<file path="src/lscp_pkg.sv">
// package: register map, field positions and timing counts for the line slave config block
package lscp_pkg;
  localparam logic [7:0] CFG_OFFSET        = 8'h13;
  localparam logic [7:0] LOCKID_OFFSET     = 8'h14;
  localparam logic [7:0] STATUS_OFFSET     = 8'h18;
  localparam logic [7:0] IDEXT1_OFFSET     = 8'h19;
  localparam logic [7:0] CTRL_OFFSET       = 8'h1A;
  localparam logic [7:0] LEAD_OFFSET       = 8'h1B;
  localparam logic [7:0] THR_OFFSET        = 8'h1C;
  localparam int         CFG_SYNC_BIT      = 0;
  localparam int         CFG_PIN_GATE_BIT  = 1;
  localparam int         CFG_EXT4_BIT      = 2;
  localparam int         CFG_LOCK_BIT      = 3;
  localparam int         ID_AB_BIT         = 3;
  localparam logic [3:0] CFG_RESET         = 4'h0;
  localparam logic [3:0] LOCKID_RESET      = 4'h0;
  localparam logic [3:0] IDEXT1_RESET      = 4'hF;
  localparam logic [15:0] LEAD_RESET       = 16'h0064;
  localparam int         THR_PCT_NUM       = 1;
  localparam int         THR_PCT_DEN       = 2;
  localparam int         FILT_SHIFT        = 2;
  localparam int         AMP_W             = 8;

  // one-hot line control states
  typedef enum logic [3:0] {
    LSCP_IDLE = 4'h1,
    LSCP_RX   = 4'h2,
    LSCP_BIAS = 4'h4,
    LSCP_TX   = 4'h8
  } lscp_state_e;

  // register bus request
  typedef struct packed {
    logic [7:0]  addr;
    logic [15:0] wdata;
    logic        wr;
    logic        rd;
  } lscp_bus_s;
endpackage : lscp_pkg

</file>
<file path="src/lscp_core.sv">
// line slave configuration bank with receiver threshold and rx/tx enable control
//
// Implementation choice: the strobed register port.
`timescale 1ns/1ns
`default_nettype none
module lscp_core #(
  parameter int AMP_W = lscp_pkg::AMP_W
) (
  input  wire logic             sys_clk,
  input  wire logic             rstn,
  input  wire logic             clk_en,
  input  wire lscp_pkg::lscp_bus_s bus,
  output logic [15:0]           rdata,
  input  wire logic             parameter_pin_two,
  input  wire logic [AMP_W-1:0] line_amp,
  input  wire logic             line_pause,
  input  wire logic             id1_rd_req,
  output logic [3:0]            id1_rd_data,
  output logic                  id1_rd_valid,
  input  wire logic             tx_req,
  input  wire logic             tx_done,
  output logic                  rx_pulse,
  output logic                  rx_en,
  output logic                  tx_en,
  output logic                  bias_en,
  output logic                  sync_io_active,
  output logic                  ext_addr_four_in_four_out
);
  logic [3:0]       cfg_q;
  logic [3:0]       lockid_q;
  logic [3:0]       idext1_q;
  logic [15:0]      lead_q;
  logic [15:0]      lead_cnt_q;
  logic             p2_s1_q, p2_s2_q, pause_s1_q, pause_s2_q;
  logic [AMP_W-1:0] amp_s1_q, amp_s2_q;
  logic [AMP_W-1:0] filt_q, thr_q;
  logic             have_first_q, above_q;
  lscp_pkg::lscp_state_e st_q;
  logic             wr_ok, lock;
  logic [3:0]       id_wmask;
  logic [AMP_W-1:0] thr_d;

  assign wr_ok = bus.wr & clk_en;
  assign lock  = cfg_q[lscp_pkg::CFG_LOCK_BIT];

  // two-stage synchronisers for pin and analog-front-end inputs
  always_ff @(posedge sys_clk or negedge rstn) begin
    if (!rstn) begin
      p2_s1_q    <= 1'b0;
      p2_s2_q    <= 1'b0;
      pause_s1_q <= 1'b0;
      pause_s2_q <= 1'b0;
      amp_s1_q   <= '0;
      amp_s2_q   <= '0;
    end else if (clk_en) begin
      p2_s1_q    <= parameter_pin_two;
      p2_s2_q    <= p2_s1_q;
      pause_s1_q <= line_pause;
      pause_s2_q <= pause_s1_q;
      amp_s1_q   <= line_amp;
      amp_s2_q   <= amp_s1_q;
    end
  end

  // configuration and locked id cells
  always_ff @(posedge sys_clk or negedge rstn) begin
    if (!rstn) begin
      cfg_q    <= lscp_pkg::CFG_RESET;
      lockid_q <= lscp_pkg::LOCKID_RESET;
      lead_q   <= lscp_pkg::LEAD_RESET;
    end else if (wr_ok) begin
      if (bus.addr == lscp_pkg::CFG_OFFSET) cfg_q <= bus.wdata[3:0];
      if (bus.addr == lscp_pkg::LOCKID_OFFSET) lockid_q <= bus.wdata[3:0];
      if (bus.addr == lscp_pkg::LEAD_OFFSET) lead_q <= bus.wdata;
    end
  end

  // write mask for the user id code: lock blocks all bits, or only 2..0 in extended mode
  always_comb begin
    id_wmask = 4'hF;
    if (lock) begin
      id_wmask = 4'h0;
      if (cfg_q[lscp_pkg::CFG_EXT4_BIT]) id_wmask[lscp_pkg::ID_AB_BIT] = 1'b1;
    end
  end

  // user-writable first extended id code
  always_ff @(posedge sys_clk or negedge rstn) begin
    if (!rstn) begin
      idext1_q <= lscp_pkg::IDEXT1_RESET;
    end else if (wr_ok && bus.addr == lscp_pkg::IDEXT1_OFFSET) begin
      idext1_q <= (idext1_q & ~id_wmask) | (bus.wdata[3:0] & id_wmask);
    end
  end

  // id code 1 read answer, locked cell substitutes the user value
  always_ff @(posedge sys_clk or negedge rstn) begin
    if (!rstn) begin
      id1_rd_data  <= 4'h0;
      id1_rd_valid <= 1'b0;
    end else if (clk_en) begin
      id1_rd_valid <= id1_rd_req;
      if (id1_rd_req) id1_rd_data <= lock ? lockid_q : idext1_q;
    end
  end

  // mode outputs
  always_ff @(posedge sys_clk or negedge rstn) begin
    if (!rstn) begin
      sync_io_active            <= 1'b0;
      ext_addr_four_in_four_out <= 1'b0;
    end else if (clk_en) begin
      sync_io_active <= cfg_q[lscp_pkg::CFG_SYNC_BIT] &
        (~cfg_q[lscp_pkg::CFG_PIN_GATE_BIT] | p2_s2_q);
      ext_addr_four_in_four_out <= cfg_q[lscp_pkg::CFG_EXT4_BIT];
    end
  end

  // threshold: half of filtered first amplitude
  assign thr_d = AMP_W'(filt_q * lscp_pkg::THR_PCT_NUM / lscp_pkg::THR_PCT_DEN);

  // first-pulse capture, filtering and comparator
  always_ff @(posedge sys_clk or negedge rstn) begin
    if (!rstn) begin
      filt_q       <= '0;
      thr_q        <= '0;
      have_first_q <= 1'b0;
      above_q      <= 1'b0;
      rx_pulse     <= 1'b0;
    end else if (clk_en) begin
      if (pause_s2_q || st_q != lscp_pkg::LSCP_RX) begin
        filt_q       <= '0;
        thr_q        <= '0;
        have_first_q <= 1'b0;
        above_q      <= 1'b0;
        rx_pulse     <= 1'b0;
      end else if (!have_first_q) begin
        if (amp_s2_q > filt_q) begin
          // rise tracked through a first-order filter, spikes move it only a little
          filt_q <= filt_q + AMP_W'((amp_s2_q - filt_q) >> lscp_pkg::FILT_SHIFT);
        end else if (filt_q != '0) begin
          have_first_q <= 1'b1;
          thr_q        <= thr_d;
        end
        rx_pulse <= 1'b0;
      end else begin
        above_q  <= amp_s2_q > thr_q;
        rx_pulse <= (amp_s2_q > thr_q) & ~above_q;
      end
    end
  end

  // rx/tx exclusive enable control with bias lead
  always_ff @(posedge sys_clk or negedge rstn) begin
    if (!rstn) begin
      st_q       <= lscp_pkg::LSCP_RX;
      lead_cnt_q <= '0;
      rx_en      <= 1'b0;
      tx_en      <= 1'b0;
      bias_en    <= 1'b0;
    end else if (clk_en) begin
      case (st_q)
        lscp_pkg::LSCP_RX: begin
          if (tx_req) begin
            st_q       <= lscp_pkg::LSCP_BIAS;
            lead_cnt_q <= lead_q;
            rx_en      <= 1'b0;
            bias_en    <= 1'b1;
          end else begin
            rx_en <= 1'b1;
          end
          tx_en <= 1'b0;
        end
        lscp_pkg::LSCP_BIAS: begin
          if (lead_cnt_q <= 16'h0001) begin
            st_q  <= lscp_pkg::LSCP_TX;
            tx_en <= 1'b1;
          end else begin
            lead_cnt_q <= lead_cnt_q - 16'h0001;
          end
        end
        lscp_pkg::LSCP_TX: begin
          if (tx_done) begin
            st_q    <= lscp_pkg::LSCP_RX;
            tx_en   <= 1'b0;
            bias_en <= 1'b0;
          end
        end
        default: begin
          st_q    <= lscp_pkg::LSCP_RX;
          rx_en   <= 1'b0;
          tx_en   <= 1'b0;
          bias_en <= 1'b0;
        end
      endcase
    end
  end

  // register read data, one cycle after the strobe
  always_ff @(posedge sys_clk or negedge rstn) begin
    if (!rstn) begin
      rdata <= 16'h0000;
    end else if (clk_en) begin
      rdata <= 16'h0000;
      if (bus.rd) begin
        case (bus.addr)
          lscp_pkg::CFG_OFFSET:    rdata <= {12'h000, cfg_q};
          lscp_pkg::LOCKID_OFFSET: rdata <= {12'h000, lockid_q};
          lscp_pkg::IDEXT1_OFFSET: rdata <= {12'h000, idext1_q};
          lscp_pkg::LEAD_OFFSET:   rdata <= lead_q;
          lscp_pkg::STATUS_OFFSET: rdata <= {10'h000, have_first_q, bias_en, tx_en, rx_en,
                                             ext_addr_four_in_four_out, sync_io_active};
          lscp_pkg::THR_OFFSET:    rdata <= 16'(thr_q);
          default:                 rdata <= 16'h0000;
        endcase
      end
    end
  end

  // never both line ends enabled
  rx_tx_excl_a: assert property (@(posedge sys_clk) disable iff (!rstn) !(rx_en && tx_en))
    else $error("rx and tx enabled together");
  tx_no_rx_a: assert property (@(posedge sys_clk) disable iff (!rstn) tx_en |-> !rx_en)
    else $error("receiver on while transmitting");

  // bias current leads the transmitter and stays on while it drives
  bias_lead_a: assert property (@(posedge sys_clk) disable iff (!rstn)
    $rose(tx_en) |-> bias_en && $past(bias_en))
    else $error("tx enabled without bias lead");
  bias_hold_a: assert property (@(posedge sys_clk) disable iff (!rstn)
    tx_en |-> bias_en)
    else $error("tx enabled without bias current");
  bias_first_a: assert property (@(posedge sys_clk) disable iff (!rstn)
    $rose(bias_en) |-> !tx_en)
    else $error("bias and tx raised together");

  // id code write protection and the id read answer
  lock_hold_a: assert property (@(posedge sys_clk) disable iff (!rstn)
    (wr_ok && bus.addr == lscp_pkg::IDEXT1_OFFSET && lock && !cfg_q[2])
      |=> $stable(idext1_q))
    else $error("locked id code changed");
  ab_bit_free_a: assert property (@(posedge sys_clk) disable iff (!rstn)
    (wr_ok && bus.addr == lscp_pkg::IDEXT1_OFFSET && lock && cfg_q[2])
      |=> idext1_q[3] == $past(bus.wdata[3]) && idext1_q[2:0] == $past(idext1_q[2:0]))
    else $error("extended mode lock mask wrong");
  id_answer_a: assert property (@(posedge sys_clk) disable iff (!rstn)
    (clk_en && id1_rd_req && lock) |=> id1_rd_valid && id1_rd_data == $past(lockid_q))
    else $error("id read not from locked cell");
  id_user_a: assert property (@(posedge sys_clk) disable iff (!rstn)
    (clk_en && id1_rd_req && !lock) |=> id1_rd_valid && id1_rd_data == $past(idext1_q))
    else $error("id read not from user cell");

  // mode outputs follow the configuration cell and the pin
  sync_gate_a: assert property (@(posedge sys_clk) disable iff (!rstn)
    (clk_en && cfg_q[1:0] == 2'b11 && !p2_s2_q) |=> !sync_io_active)
    else $error("pin gating ignored");
  sync_pin_a: assert property (@(posedge sys_clk) disable iff (!rstn)
    (clk_en && cfg_q[1:0] == 2'b11 && p2_s2_q) |=> sync_io_active)
    else $error("pin high did not activate sync io");
  sync_en_a: assert property (@(posedge sys_clk) disable iff (!rstn)
    (clk_en && cfg_q[1:0] == 2'b01) |=> sync_io_active)
    else $error("sync io not enabled");
  sync_off_a: assert property (@(posedge sys_clk) disable iff (!rstn)
    (clk_en && !cfg_q[0]) |=> !sync_io_active)
    else $error("sync io active while disabled");
  ext4_a: assert property (@(posedge sys_clk) disable iff (!rstn)
    clk_en |=> ext_addr_four_in_four_out == $past(cfg_q[2]))
    else $error("ext mode output wrong");

  // receiver pulses, threshold capture and pause clearing
  pulse_short_a: assert property (@(posedge sys_clk) disable iff (!rstn)
    (clk_en && rx_pulse) |=> !rx_pulse)
    else $error("receiver pulse longer than one cycle");
  thr_half_a: assert property (@(posedge sys_clk) disable iff (!rstn)
    $rose(have_first_q) |-> thr_q == AMP_W'($past(filt_q) >> 1))
    else $error("threshold not half amplitude");
  thr_steady_a: assert property (@(posedge sys_clk) disable iff (!rstn)
    (clk_en && have_first_q) |=> !have_first_q || thr_q == $past(thr_q))
    else $error("captured threshold moved");
  pause_clr_a: assert property (@(posedge sys_clk) disable iff (!rstn)
    (clk_en && pause_s2_q) |=> thr_q == '0 && !rx_pulse)
    else $error("pause did not clear threshold");

  // low clock enable freezes state, read data stand only after a read strobe
  frozen_state_a: assert property (@(posedge sys_clk) disable iff (!rstn)
    !clk_en |=> $stable(cfg_q) && $stable(st_q) && $stable(rdata) && $stable(filt_q))
    else $error("state moved while clock enable low");
  rdata_idle_a: assert property (@(posedge sys_clk) disable iff (!rstn)
    (clk_en && !bus.rd) |=> rdata == 16'h0000)
    else $error("read data without read strobe");
endmodule : lscp_core
`default_nettype wire

</file>
<file path="config.mk">
export PLATFORM = sky130hd
export DESIGN_NAME = lscp_core
export DESIGN_NICKNAME = d
export VERILOG_FILES = /design/src/lscp_pkg.sv /design/src/lscp_core.sv
export SDC_FILE = /design/constraint.sdc
export NUM_CORES = 1
export LEC_CHECK = 0
export BUFFER_PORTS_ARGS = -buffer_cell sky130_fd_sc_hd__buf_2
export CAP_MARGIN = 10
export CORE_UTILIZATION = 36
export DETAILED_ROUTE_END_ITERATION = 10
export GPL_TIMING_DRIVEN = 0
export PLACE_DENSITY = 0.58
export SYNTH_ARGS = -nofsm -noshare
export SYNTH_HDL_FRONTEND = slang
export SYNTH_SLANG_ARGS = --single-unit
</file>
<file path="constraint.sdc">
create_clock -name sys_clk -period 3.1 [get_ports sys_clk]
set_input_delay 0.155 -clock sys_clk [delete_from_list [all_inputs] [get_ports sys_clk]]
set_output_delay 0.155 -clock sys_clk [all_outputs]
set_load 0.05 [all_outputs]
</file>
==> impl_metrics.env, run 1 <==
export IMPL_dp_hpwl_um=11380
export IMPL_viasPerCell=5.388
export IMPL_fp_row_count=46
export IMPL_arrival_ps=3190
export IMPL_r2r_start="filt_q[1]"
export IMPL_dp_slack_ps=-98.31
export IMPL_synthArstFlopShare=1.000
export IMPL_dr_pass1_iters=6
export IMPL_hp_class="in2reg"
export IMPL_portBuffers=68
export IMPL_hold_viol_final=0
export IMPL_ys_seq_area_frac=0.4710
export IMPL_p_sw_uw=1979
export IMPL_die_y_um=130.2
export IMPL_drt_iter0_drc=401
export IMPL_route_detailed_drc=0
export IMPL_final_min_clock_period_ps=2905
export IMPL_area_growth_pct=16.26
export IMPL_slew_violations=0
export IMPL_p_sw_frac=0.3975
export IMPL_grt_pass1_wl_um=24570
export IMPL_start_kind="flip-flop"
export IMPL_fin_crit_sh=0.9371
export IMPL_final_cell_mix="dfrtp_1 (103), buf_2 (74), mux2_2 (47), nor2_1 (39)"
export IMPL_yosysTopAreaCellShare=0.4355
export IMPL_maxCapViolCount=0
export IMPL_postPlaceCellArea_mm2=0.006559
export IMPL_fin_nets=713
export IMPL_hp_start="line_amp[3]"
export IMPL_dieArea_mm2=0.01696
export IMPL_cp_required_ps=3390
export IMPL_cts_root_buf="clkbuf_16"
export IMPL_r2r_end="filt_q[7]"
export IMPL_worst_setup_path_end_kind="flip-flop"
export IMPL_crit_path_end="filt_q[7]"
export IMPL_crit_fanout=4
export IMPL_power_density_mw_per_mm2=723.7
export IMPL_routedWlPerCell_um=17.82
export IMPL_p_leak_uw=0.003080
export IMPL_clk_pin_slew_ps=80
export IMPL_setup_tns_ps=0
export IMPL_power_sequential_fraction=0.384
export IMPL_instances_no_fill=869
export IMPL_setup_ws_ps=195.0
export IMPL_rrSetupSlack_ps=200
export IMPL_reg2regPathDepth=14
export IMPL_ios=69
export IMPL_clockBufferDepth=2
export IMPL_grt_usage=0.1905
export IMPL_numCtsBuffers=9
export IMPL_clock_latency_ps=360
export IMPL_setup_viol=0
export IMPL_synth_edff_count=0
export IMPL_synth_cell_type_count=63
export IMPL_synth_area_leaders="dfrtp_1 (44%), mux2_2 (8.9%), ha_1 (4.9%)"
export IMPL_core_area_mm2=0.01594
export IMPL_cts_sinks=111
export IMPL_dr_total_vias=4682
export IMPL_syn_instance_count=565
export IMPL_drive_gt1_frac=0.2653
export IMPL_ys_ff_latch=111
export IMPL_grt_pass1_vias=4590
export IMPL_die_w_um=130.2
export IMPL_rsz0062_at_grt="yes"
export IMPL_pwr_share_clk=0.221
export IMPL_grt_overflow_total=0
export IMPL_comb_power_share=0.395
export IMPL_syn_area_per_cell_um2=10.47
export IMPL_final_area_mm2=0.006880
export IMPL_worstMarginPinSlew_ps=798.9
export IMPL_place_congestion=0.8589
export IMPL_worst_clock_skew_ps=10.63
export IMPL_clock_fmax_ghz=0.3442
export IMPL_antenna_found_initial=1
export IMPL_power_internal_uw=3000
export IMPL_relSlewSlack=0.4674
export IMPL_critPathLaunch="filt_q[1]"
export IMPL_routed_wl_um=15490
export IMPL_synth_area_mm2=0.005918
export IMPL_ir_worst_vdd_mv=0.3894
export IMPL_cts_tree="done"
export IMPL_synth_flop_cell="dfrtp_1"
export IMPL_dpl_cell_count=850
export IMPL_mostFrequentLayoutCell="dfrtp_1"
export IMPL_synth_nets=631
export IMPL_drtAntennaViolNets=0
export IMPL_status="completed"
export IMPL_yosys_warnings=0
export IMPL_htree_levels=3
export IMPL_critPathKind="reg2reg"
export IMPL_yosysTopAreaCell="dfrtp_1"
export IMPL_start_util=0.3712
export IMPL_grt_max_degree=60
-- registers in the layout (all words and copies together), names as in the netlist, 3 cells and up, named ones only --
signal       count
st_q             3
cfg_q            4
filt_q           8
id1_rd_data      4
lead_cnt_q      16
thr_q            7
amp_s1_q         8
lead_q          16
lockid_q         4
rdata           16
amp_s2_q         8
-- worst max-delay path, stage by stage, from the launching register on --
cell and delay, ps:
dfrtp_1 400, inv_2 80, ha_1 280, nor2b_1 160
o31a_1 300, o21ai_2 190, a21oi_2 90, a21oi_2 150
xnor2_1 80, ha_2 200, or3_1 370, o21ai_0 90
a21oi_1 80, a31o_2 240, a21boi_1 120
-- layout make-up --
class / count / area [um2]
Fill cell: 1584 / 9062
Multi-Input combinational cell: 401 / 2938
Sequential cell: 111 / 2788
Timing Repair Buffer: 71 / 387.9
Tap cell: 216 / 270.3
Clock buffer: 10 / 229.0
Buffer: 24 / 110.1
Inverter: 29 / 108.9
Clock inverter: 6 / 46.29
Antenna cell: 1 / 2.502
-- cell usage after synthesis (9+ instances only) --
master,instances
a22o_1,18
nand2b_1,9
dfrtp_1,103
inv_1,28
nor2_1,39
mux2_2,47
mux2i_1,16
a21oi_1,38
nand2_1,36
clkbuf_1,10
ha_1,23
o21ai_0,35
nor3_1,13
-- power by group through the flow --
stage          clock network, uW  registers, uW  logic, uW
5_1_grt                     1190           1940       2180
3_3_place_gp                   0           1920       1790
6_report                    1100           1910       1960
4_1_cts                     1140           1910       1900
2_1_floorplan                  0           1940       1340
3_5_place_dp                   0           1930       1870
-- cell families (layout without fill, tap and decap cells) --
kind of cell               count (synthesis)  after routing  synth area share
AOI/OAI and AO/OA                        157            157            0.1770
xor gates and xnor gates                   7              7           0.01036
adders and majority gates                 24             24           0.05201
buffers and inverters                     53            140           0.03700
DFF                                      111            111            0.4710
muxes                                     63             63            0.1165
other                                      0              1                 0
and+or+nand+nor                          150            150            0.1362
-- through the flow --
stage | hold WS (ps) | utilization | power, uW
floorplan | -140.6 | - | 3289
global placement | 387.3 | 0.4095 | 3717
detailed placement | 295.2 | 0.4114 | 3806
CTS | 16.61 | 0.4293 | 4946
global route | 16.86 | 0.4314 | 5312
finish | 28.83 | 0.4316 | 4979
-- how the worst min path moves through the flow --
stage | endpoint | slack (ps) | cells after the start
after global routing | amp_s1_q[3] | 20 | 2
after detailed placement | sync_io_active | 300 | 1
after CTS | lead_q[8] | 20 | 2
after floorplan | above_q | -140 | 0
final | amp_s1_q[3] | 30 | 2
after global placement | lead_q[6] | 390 | 2
-- what timing repair did --
item / in CTS / in global routing
endpoints found under the hold margin: 51 / 0
pin swaps: 0 / 1
hold buffers: 1 / 0
setup buffers: 0 / 1
resized for setup: 3 / 10
setup endpoints to repair: 2 / 3
-- per-layer routing --
| metal | GRT usage | routed length [um] | vias to the layer above |
|---|---|---|---|
| met1 | 0.2542 | 7063 | 2319 |
| met5 | 0 | 0 | - |
| li1 | - | - | 2223 |
| met4 | 0.04583 | 215 | 0 |
| met3 | 0.04756 | 784 | 16 |
| met2 | 0.3094 | 7424 | 124 |
Power figures use the tool's default switching activity.
==> inputs of run 2 (changes only) <==
--- a/config.mk
+++ b/config.mk
@@ -7,10 +7,11 @@
 export LEC_CHECK = 0
 export BUFFER_PORTS_ARGS = -buffer_cell sky130_fd_sc_hd__buf_2
 export CAP_MARGIN = 10
-export CORE_UTILIZATION = 36
+export CORE_UTILIZATION = 51
 export DETAILED_ROUTE_END_ITERATION = 10
 export GPL_TIMING_DRIVEN = 0
-export PLACE_DENSITY = 0.58
+export PLACE_DENSITY = 0.75
+export SKIP_LAST_GASP = 1
 export SYNTH_ARGS = -nofsm -noshare
 export SYNTH_HDL_FRONTEND = slang
 export SYNTH_SLANG_ARGS = --single-unit
==> run 2 against run 1 <==
Routed wire length decreased by 4.7%. Critical endpoint unchanged. Die area decreased by 29%. Critical path type unchanged. Clock skew decreased by 2.4 ps. Largest cell class unchanged. Sequential power about the same. Via count increased by 2.8%. Cell count decreased by 8.9%. Cell area decreased by 0.55%. Worst hold slack got worse by 9.0 ps. Highest routed layer unchanged. Power increased by 4.5%. Sequential cell count unchanged. Critical path depth decreased by 1.
==> impl_metrics.env, run 2 (synthesis gave the netlist of run 1 again) <==
export IMPL_grt_pass1_wl_um=23880
export IMPL_cts_tree="done"
export IMPL_r2r_end="filt_q[7]"
export IMPL_grt_pass1_vias=4773
export IMPL_r2r_start="filt_q[1]"
export IMPL_start_util=0.5342
export IMPL_place_congestion=0.9013
export IMPL_routed_wl_um=14760
export IMPL_dr_wl_met3_um=757
export IMPL_htree_levels=3
export IMPL_hold_depth=2
export IMPL_fin_crit_sh=0.9696
export IMPL_cp_required_ps=3390
export IMPL_cts_root_buf="clkbuf_16"
export IMPL_setup_viol=0
export IMPL_diodes=0
export IMPL_grt_overflow_total=0
export IMPL_routedWlPerCell_um=18.64
export IMPL_grt_max_degree=76
export IMPL_wl_met2_um=7020
export IMPL_numCtsBuffers=9
export IMPL_dp_hpwl_um=10680
export IMPL_hold_viol_final=0
export IMPL_postPlaceCellArea_mm2=0.006464
export IMPL_reg2regPathDepth=13
export IMPL_area_growth_pct=15.62
export IMPL_route_detailed_drc=0
export IMPL_drt_iter0_drc=344
export IMPL_n_fill_cell=900
export IMPL_regArea_mm2=0.002788
export IMPL_clock_fmax_ghz=0.3327
export IMPL_worstMarginPinSlew_ps=855.9
export IMPL_rrSetupSlack_ps=90
export IMPL_slew_violations=0
export IMPL_dieArea_mm2=0.01204
export IMPL_drtAntennaViolNets=0
export IMPL_mostFrequentLayoutCell="dfrtp_1"
export IMPL_comb_power_share=0.374
export IMPL_start_kind="flip-flop"
export IMPL_wl_met1_um=6498
export IMPL_critPathKind="reg2reg"
export IMPL_drive_gt1_frac=0.2623
export IMPL_dr_pass1_iters=5
export IMPL_pwr_share_clk=0.257
export IMPL_rsz0062_at_grt="yes"
export IMPL_clock_latency_ps=360
export IMPL_crit_fanout=4
export IMPL_p_sw_uw=1969
export IMPL_relSlewSlack=0.4263
export IMPL_path_common_cell="ha_1"
export IMPL_p_leak_uw=0.003118
export IMPL_p_sw_frac=0.3785
export IMPL_clockBufferDepth=2
export IMPL_antenna_found_initial=0
export IMPL_crit_buf_inv=1
export IMPL_status="completed"
export IMPL_multi_input_area_mm2=0.002928
export IMPL_worst_setup_path_end_kind="flip-flop"
export IMPL_cp_top_family="compound AO/OA/AOI/OAI gates"
export IMPL_dr_total_vias=4812
export IMPL_power_internal_uw=3233
export IMPL_max_stage_delay_ps=410
export IMPL_cts_sinks=111
export IMPL_power_density_mw_per_mm2=760.2
export IMPL_setup_ws_ps=94.33
export IMPL_dp_slack_ps=-46.57
export IMPL_routed_top_layer="met4"
export IMPL_power_sequential_fraction=0.369
export IMPL_clk_pin_slew_ps=70
export IMPL_ios=69
export IMPL_grt_usage=0.2664
export IMPL_fp_row_count=38
export IMPL_maxCapViolCount=0
export IMPL_portBuffers=68
export IMPL_worst_clock_skew_ps=8.249
export IMPL_fin_nets=713
export IMPL_path_cells="inv_2 -> ha_1 -> nor2b_1 -> o31a_1 -> o21ai_2 -> a21oi_2 -> xor2_1 -> ha_1 -> or3_1 -> o21ai_0 -> a21oi_1 -> a31o_2 -> a21boi_0"
export IMPL_ir_worst_vdd_mv=0.5279
export IMPL_die_w_um=109.7
export IMPL_viasPerCell=6.076
export IMPL_die_y_um=109.7
export IMPL_min_to="lead_q[8]"
export IMPL_hold_slack_ps=19.79
export IMPL_final_cell_mix="dfrtp_1 (103), buf_2 (74), mux2_2 (47), nor2_1 (39)"
export IMPL_hp_class="in2reg"
export IMPL_arrival_ps=3290
export IMPL_hp_start="bus[10]"
export IMPL_total_power_uw=5202
export IMPL_final_min_clock_period_ps=3006
export IMPL_reg_largest_list="lead_cnt_q: 16 flops, lead_q: 16 flops, rdata: 16 flops"
export IMPL_final_area_mm2=0.006843
export IMPL_core_area_mm2=0.01108
export IMPL_cpMaxStageDelayCell="dfrtp_1"
[run 2: cell type report]
cell class | instances | area share
multi-input cells | 401 | 0.4279
clock buffers | 9 | 0.03291
clock inverters | 7 | 0.01755
well taps | 140 | 0.02560
repair buffers | 71 | 0.05668
inverters | 29 | 0.01591
flip-flops and latches | 111 | 0.4074
plain buffers | 24 | 0.01609
[run 2: worst max path at each step]
stage,startpoint,endpoint,depth (start not counted)
after floorplan,filt_q[1],filt_q[7],14
after global placement,filt_q[1],filt_q[7],14
after detailed placement,filt_q[1],filt_q[7],14
after CTS,filt_q[1],filt_q[6],13
after global routing,filt_q[1],filt_q[7],14
final,filt_q[1],filt_q[7],13
[run 2: power groups by stage]
stage | Sequential, uW | Clock, uW | Combinational, uW
finish | 1920 | 1340 | 1950
global route | 1950 | 1410 | 2170
CTS | 1910 | 1350 | 1900
detailed placement | 1930 | 0 | 1880
global placement | 1920 | 0 | 1780
floorplan | 1940 | 0 | 1340
[run 2: routing by layer]
metal | vias up | track usage
met3 | 35 | 0.05453
met2 | 159 | 0.4317
li1 | 2225 | -
met5 | - | 0
met1 | 2393 | 0.3411
met4 | 0 | 0.1276
[run 2: metrics by stage]
stage	instances	setup TNS, ps	utilization
6_report	792	0	0.6177
3_3_place_gp	773	0	0.5808
4_1_cts	791	-4.085	0.6155
5_1_grt	792	-52.67	0.6177
2_1_floorplan	565	0	-
3_5_place_dp	774	-46.57	0.5835
[run 2: worst register-to-register path, delay by kind of cell, from the launching register on]
kind,cells,cell delay (ps)
AO/OA/AOI/OAI,7,1090
buffers and inverters,1,90
adder cells (fa/ha/maj),2,580
AND/OR/NAND/NOR,2,520
flip-flops,1,410
XOR/XNOR,1,240
[run 2: repair_timing]
item / CTS / global route
hold buffers: 1 / 0
pin swaps: 0 / 1
setup endpoints to repair: 2 / 3
setup buffers: 0 / 1
resized for setup: 1 / 7
cloned: 0 / 0
hold endpoints to repair: 36 / 0
==> inputs of run 3 (changes only) <==
--- a/config.mk
+++ b/config.mk
@@ -7,10 +7,10 @@
 export LEC_CHECK = 0
 export BUFFER_PORTS_ARGS = -buffer_cell sky130_fd_sc_hd__buf_2
 export CAP_MARGIN = 10
-export CORE_UTILIZATION = 51
+export CORE_UTILIZATION = 45
 export DETAILED_ROUTE_END_ITERATION = 10
 export GPL_TIMING_DRIVEN = 0
-export PLACE_DENSITY = 0.75
+export PLACE_DENSITY = 0.68
 export SKIP_LAST_GASP = 1
 export SYNTH_ARGS = -nofsm -noshare
 export SYNTH_HDL_FRONTEND = slang
==> run 3 against run 2 <==
Worst hold slack better by 8.1 ps. Combinational power about the same. Fmax is 1.3% higher. Power decreased by 2.1%. Highest routed layer unchanged. Via count down 1.5%. Cell count grew 4.5%. Die area grew 13%. Clock skew is 1.4 ps lower. Count of clock-buffer cells in the layout up 2. Clock power is 7% lower. Sequential cell count is the same.
==> impl_metrics.env, run 3 (synthesis gave the netlist of run 1 again) <==
export IMPL_worst_clock_skew_ps=6.850
export IMPL_critPathLaunch="filt_q[1]"
export IMPL_rsz0062_at_grt="yes"
export IMPL_fin_util=0.5403
export IMPL_final_cell_mix="dfrtp_1 (103), buf_2 (74), mux2_2 (47), nor2_1 (39), a21oi_1 (38)"
export IMPL_fin_crit_sh=0.9571
export IMPL_route_detailed_drc=0
export IMPL_clock_fmax_ghz=0.3370
export IMPL_viasPerCell=5.726
export IMPL_die_y_um=116.7
export IMPL_relSlewSlack=0.4445
export IMPL_dp_hpwl_um=10750
export IMPL_grt_pass1_wl_um=23300
export IMPL_fp_row_count=41
export IMPL_portBuffers=68
export IMPL_area_growth_pct=16.15
export IMPL_reg_largest_list="lead_cnt_q: 16 flops, lead_q: 16 flops, rdata: 16 flops"
export IMPL_cts_tree="done"
export IMPL_hp_class="in2reg"
export IMPL_start_kind="flip-flop"
export IMPL_status="completed"
export IMPL_power_density_mw_per_mm2=740.6
export IMPL_grt_max_degree=71
export IMPL_slew_violations=0
export IMPL_place_congestion=0.9058
export IMPL_dieArea_mm2=0.01361
export IMPL_hp_start="line_amp[4]"
export IMPL_r2r_start="filt_q[1]"
export IMPL_grt_usage=0.2260
export IMPL_htree_levels=3
export IMPL_dr_pass1_iters=5
export IMPL_start_util=0.4652
export IMPL_cp_required_ps=3380
export IMPL_drt_iter0_drc=332
export IMPL_ir_worst_vdd_mv=0.3153
export IMPL_worst_setup_path_end_kind="flip-flop"
export IMPL_routedWlPerCell_um=17.43
export IMPL_ios=69
export IMPL_final_min_clock_period_ps=2967
export IMPL_p_leak_uw=0.003120
export IMPL_cts_sinks=111
export IMPL_drtAntennaViolNets=0
export IMPL_total_power_uw=5091
export IMPL_fin_nets=717
export IMPL_die_w_um=116.7
export IMPL_clk_pin_slew_ps=70
export IMPL_grt_pass1_vias=4546
export IMPL_clockBufferDepth=2
export IMPL_numCtsBuffers=9
export IMPL_mostFrequentLayoutCell="dfrtp_1"
export IMPL_diodes=0
export IMPL_crit_fanout=4
export IMPL_critPathKind="reg2reg"
export IMPL_drive_gt1_frac=0.2637
export IMPL_cts_root_buf="clkbuf_16"
export IMPL_clock_latency_ps=360
export IMPL_hold_viol_final=0
export IMPL_worstMarginPinSlew_ps=828.7
export IMPL_maxCapViolCount=0
export IMPL_antenna_found_initial=0
export IMPL_dr_total_vias=4741
export IMPL_hold_slack_ps=27.90
export IMPL_grt_overflow_total=0
export IMPL_setup_viol=0
export IMPL_arrival_ps=3250
export IMPL_core_area_mm2=0.01272
export IMPL_routed_wl_um=14430
[run 3: changes by cell type in the layout (fill, tap and decap cells not counted), sizes merged]
cell / before / now
bufinv: 3 / 2
clkinv: 2 / 1
clkbuf: 19 / 21
buf: 84 / 88
[run 3: through the flow]
| step | TNS (ps) | worst slack [ps] | cells | cell area, um2 |
|---|---|---|---|---|
| CTS | 0 | 13.32 | 823 | 6828 |
| global route | -75.67 | -45.71 | 828 | 6874 |
| global placement | 0 | 28.71 | 805 | 6474 |
| floorplan | 0 | 291.8 | 565 | 5918 |
| finish | 0 | 132.8 | 828 | 6874 |
| detailed placement | -108.3 | -87.03 | 806 | 6504 |
[run 3: layer usage]
layer  vias to the layer above  track usage  routed length [um]
li1                       2233            -                   -
met1                      2340       0.3091                6745
met2                       143       0.3542                6567
met3                        25      0.04100                 735
met4                         0      0.09451                 380
met5                         -            0                   0
[run 3: worst max-delay path, stage by stage (launching register included)]
cell and delay, ps:
dfrtp_1 420, inv_2 80, ha_1 280, nor2b_2 160, o31a_1 280, nor2_2 180, xnor2_1 170, ha_1 290
nor2b_1 150, o21ai_1 180, a21boi_0 150, o21a_1 190, o21ai_1 160, mux2i_1 200
[run 3: area by class of cell]
type / instances / area, um2
Inverter: 29 / 108.9
Clock buffer: 11 / 232.7
Multi-Input combinational cell: 401 / 2920
Buffer: 24 / 110.1
Sequential cell: 111 / 2788
Fill cell: 1148 / 5848
Timing Repair Buffer: 75 / 417.9
Clock inverter: 5 / 81.33
Tap cell: 172 / 215.2
[run 3: timing repair]
item / CTS / global route
buffers inserted: 0 / 5
endpoints found under the hold margin: 40 / 0
setup endpoints to repair: 2 / 3
hold buffers: 1 / 0
gates resized for setup: 3 / 5
pin swaps: 0 / 2
[run 3: final timing paths]
path                               endpoint  slack [ps]  cells past startpoint
worst min-delay path            amp_s1_q[4]          30                      2
worst max register to register    filt_q[6]         130                     13
max in group asynchronous           st_q[1]        2000                      3
worst min register to register     rdata[1]         490                      1
worst max-delay path              filt_q[6]         130                     13
min in group asynchronous       lockid_q[1]         330                      2
[run 3: power breakdown]
group          total, uW  internal [uW]  switching, uW
Combinational       1930            791           1140
Sequential          1910           1670            242
Clock               1250            712            541
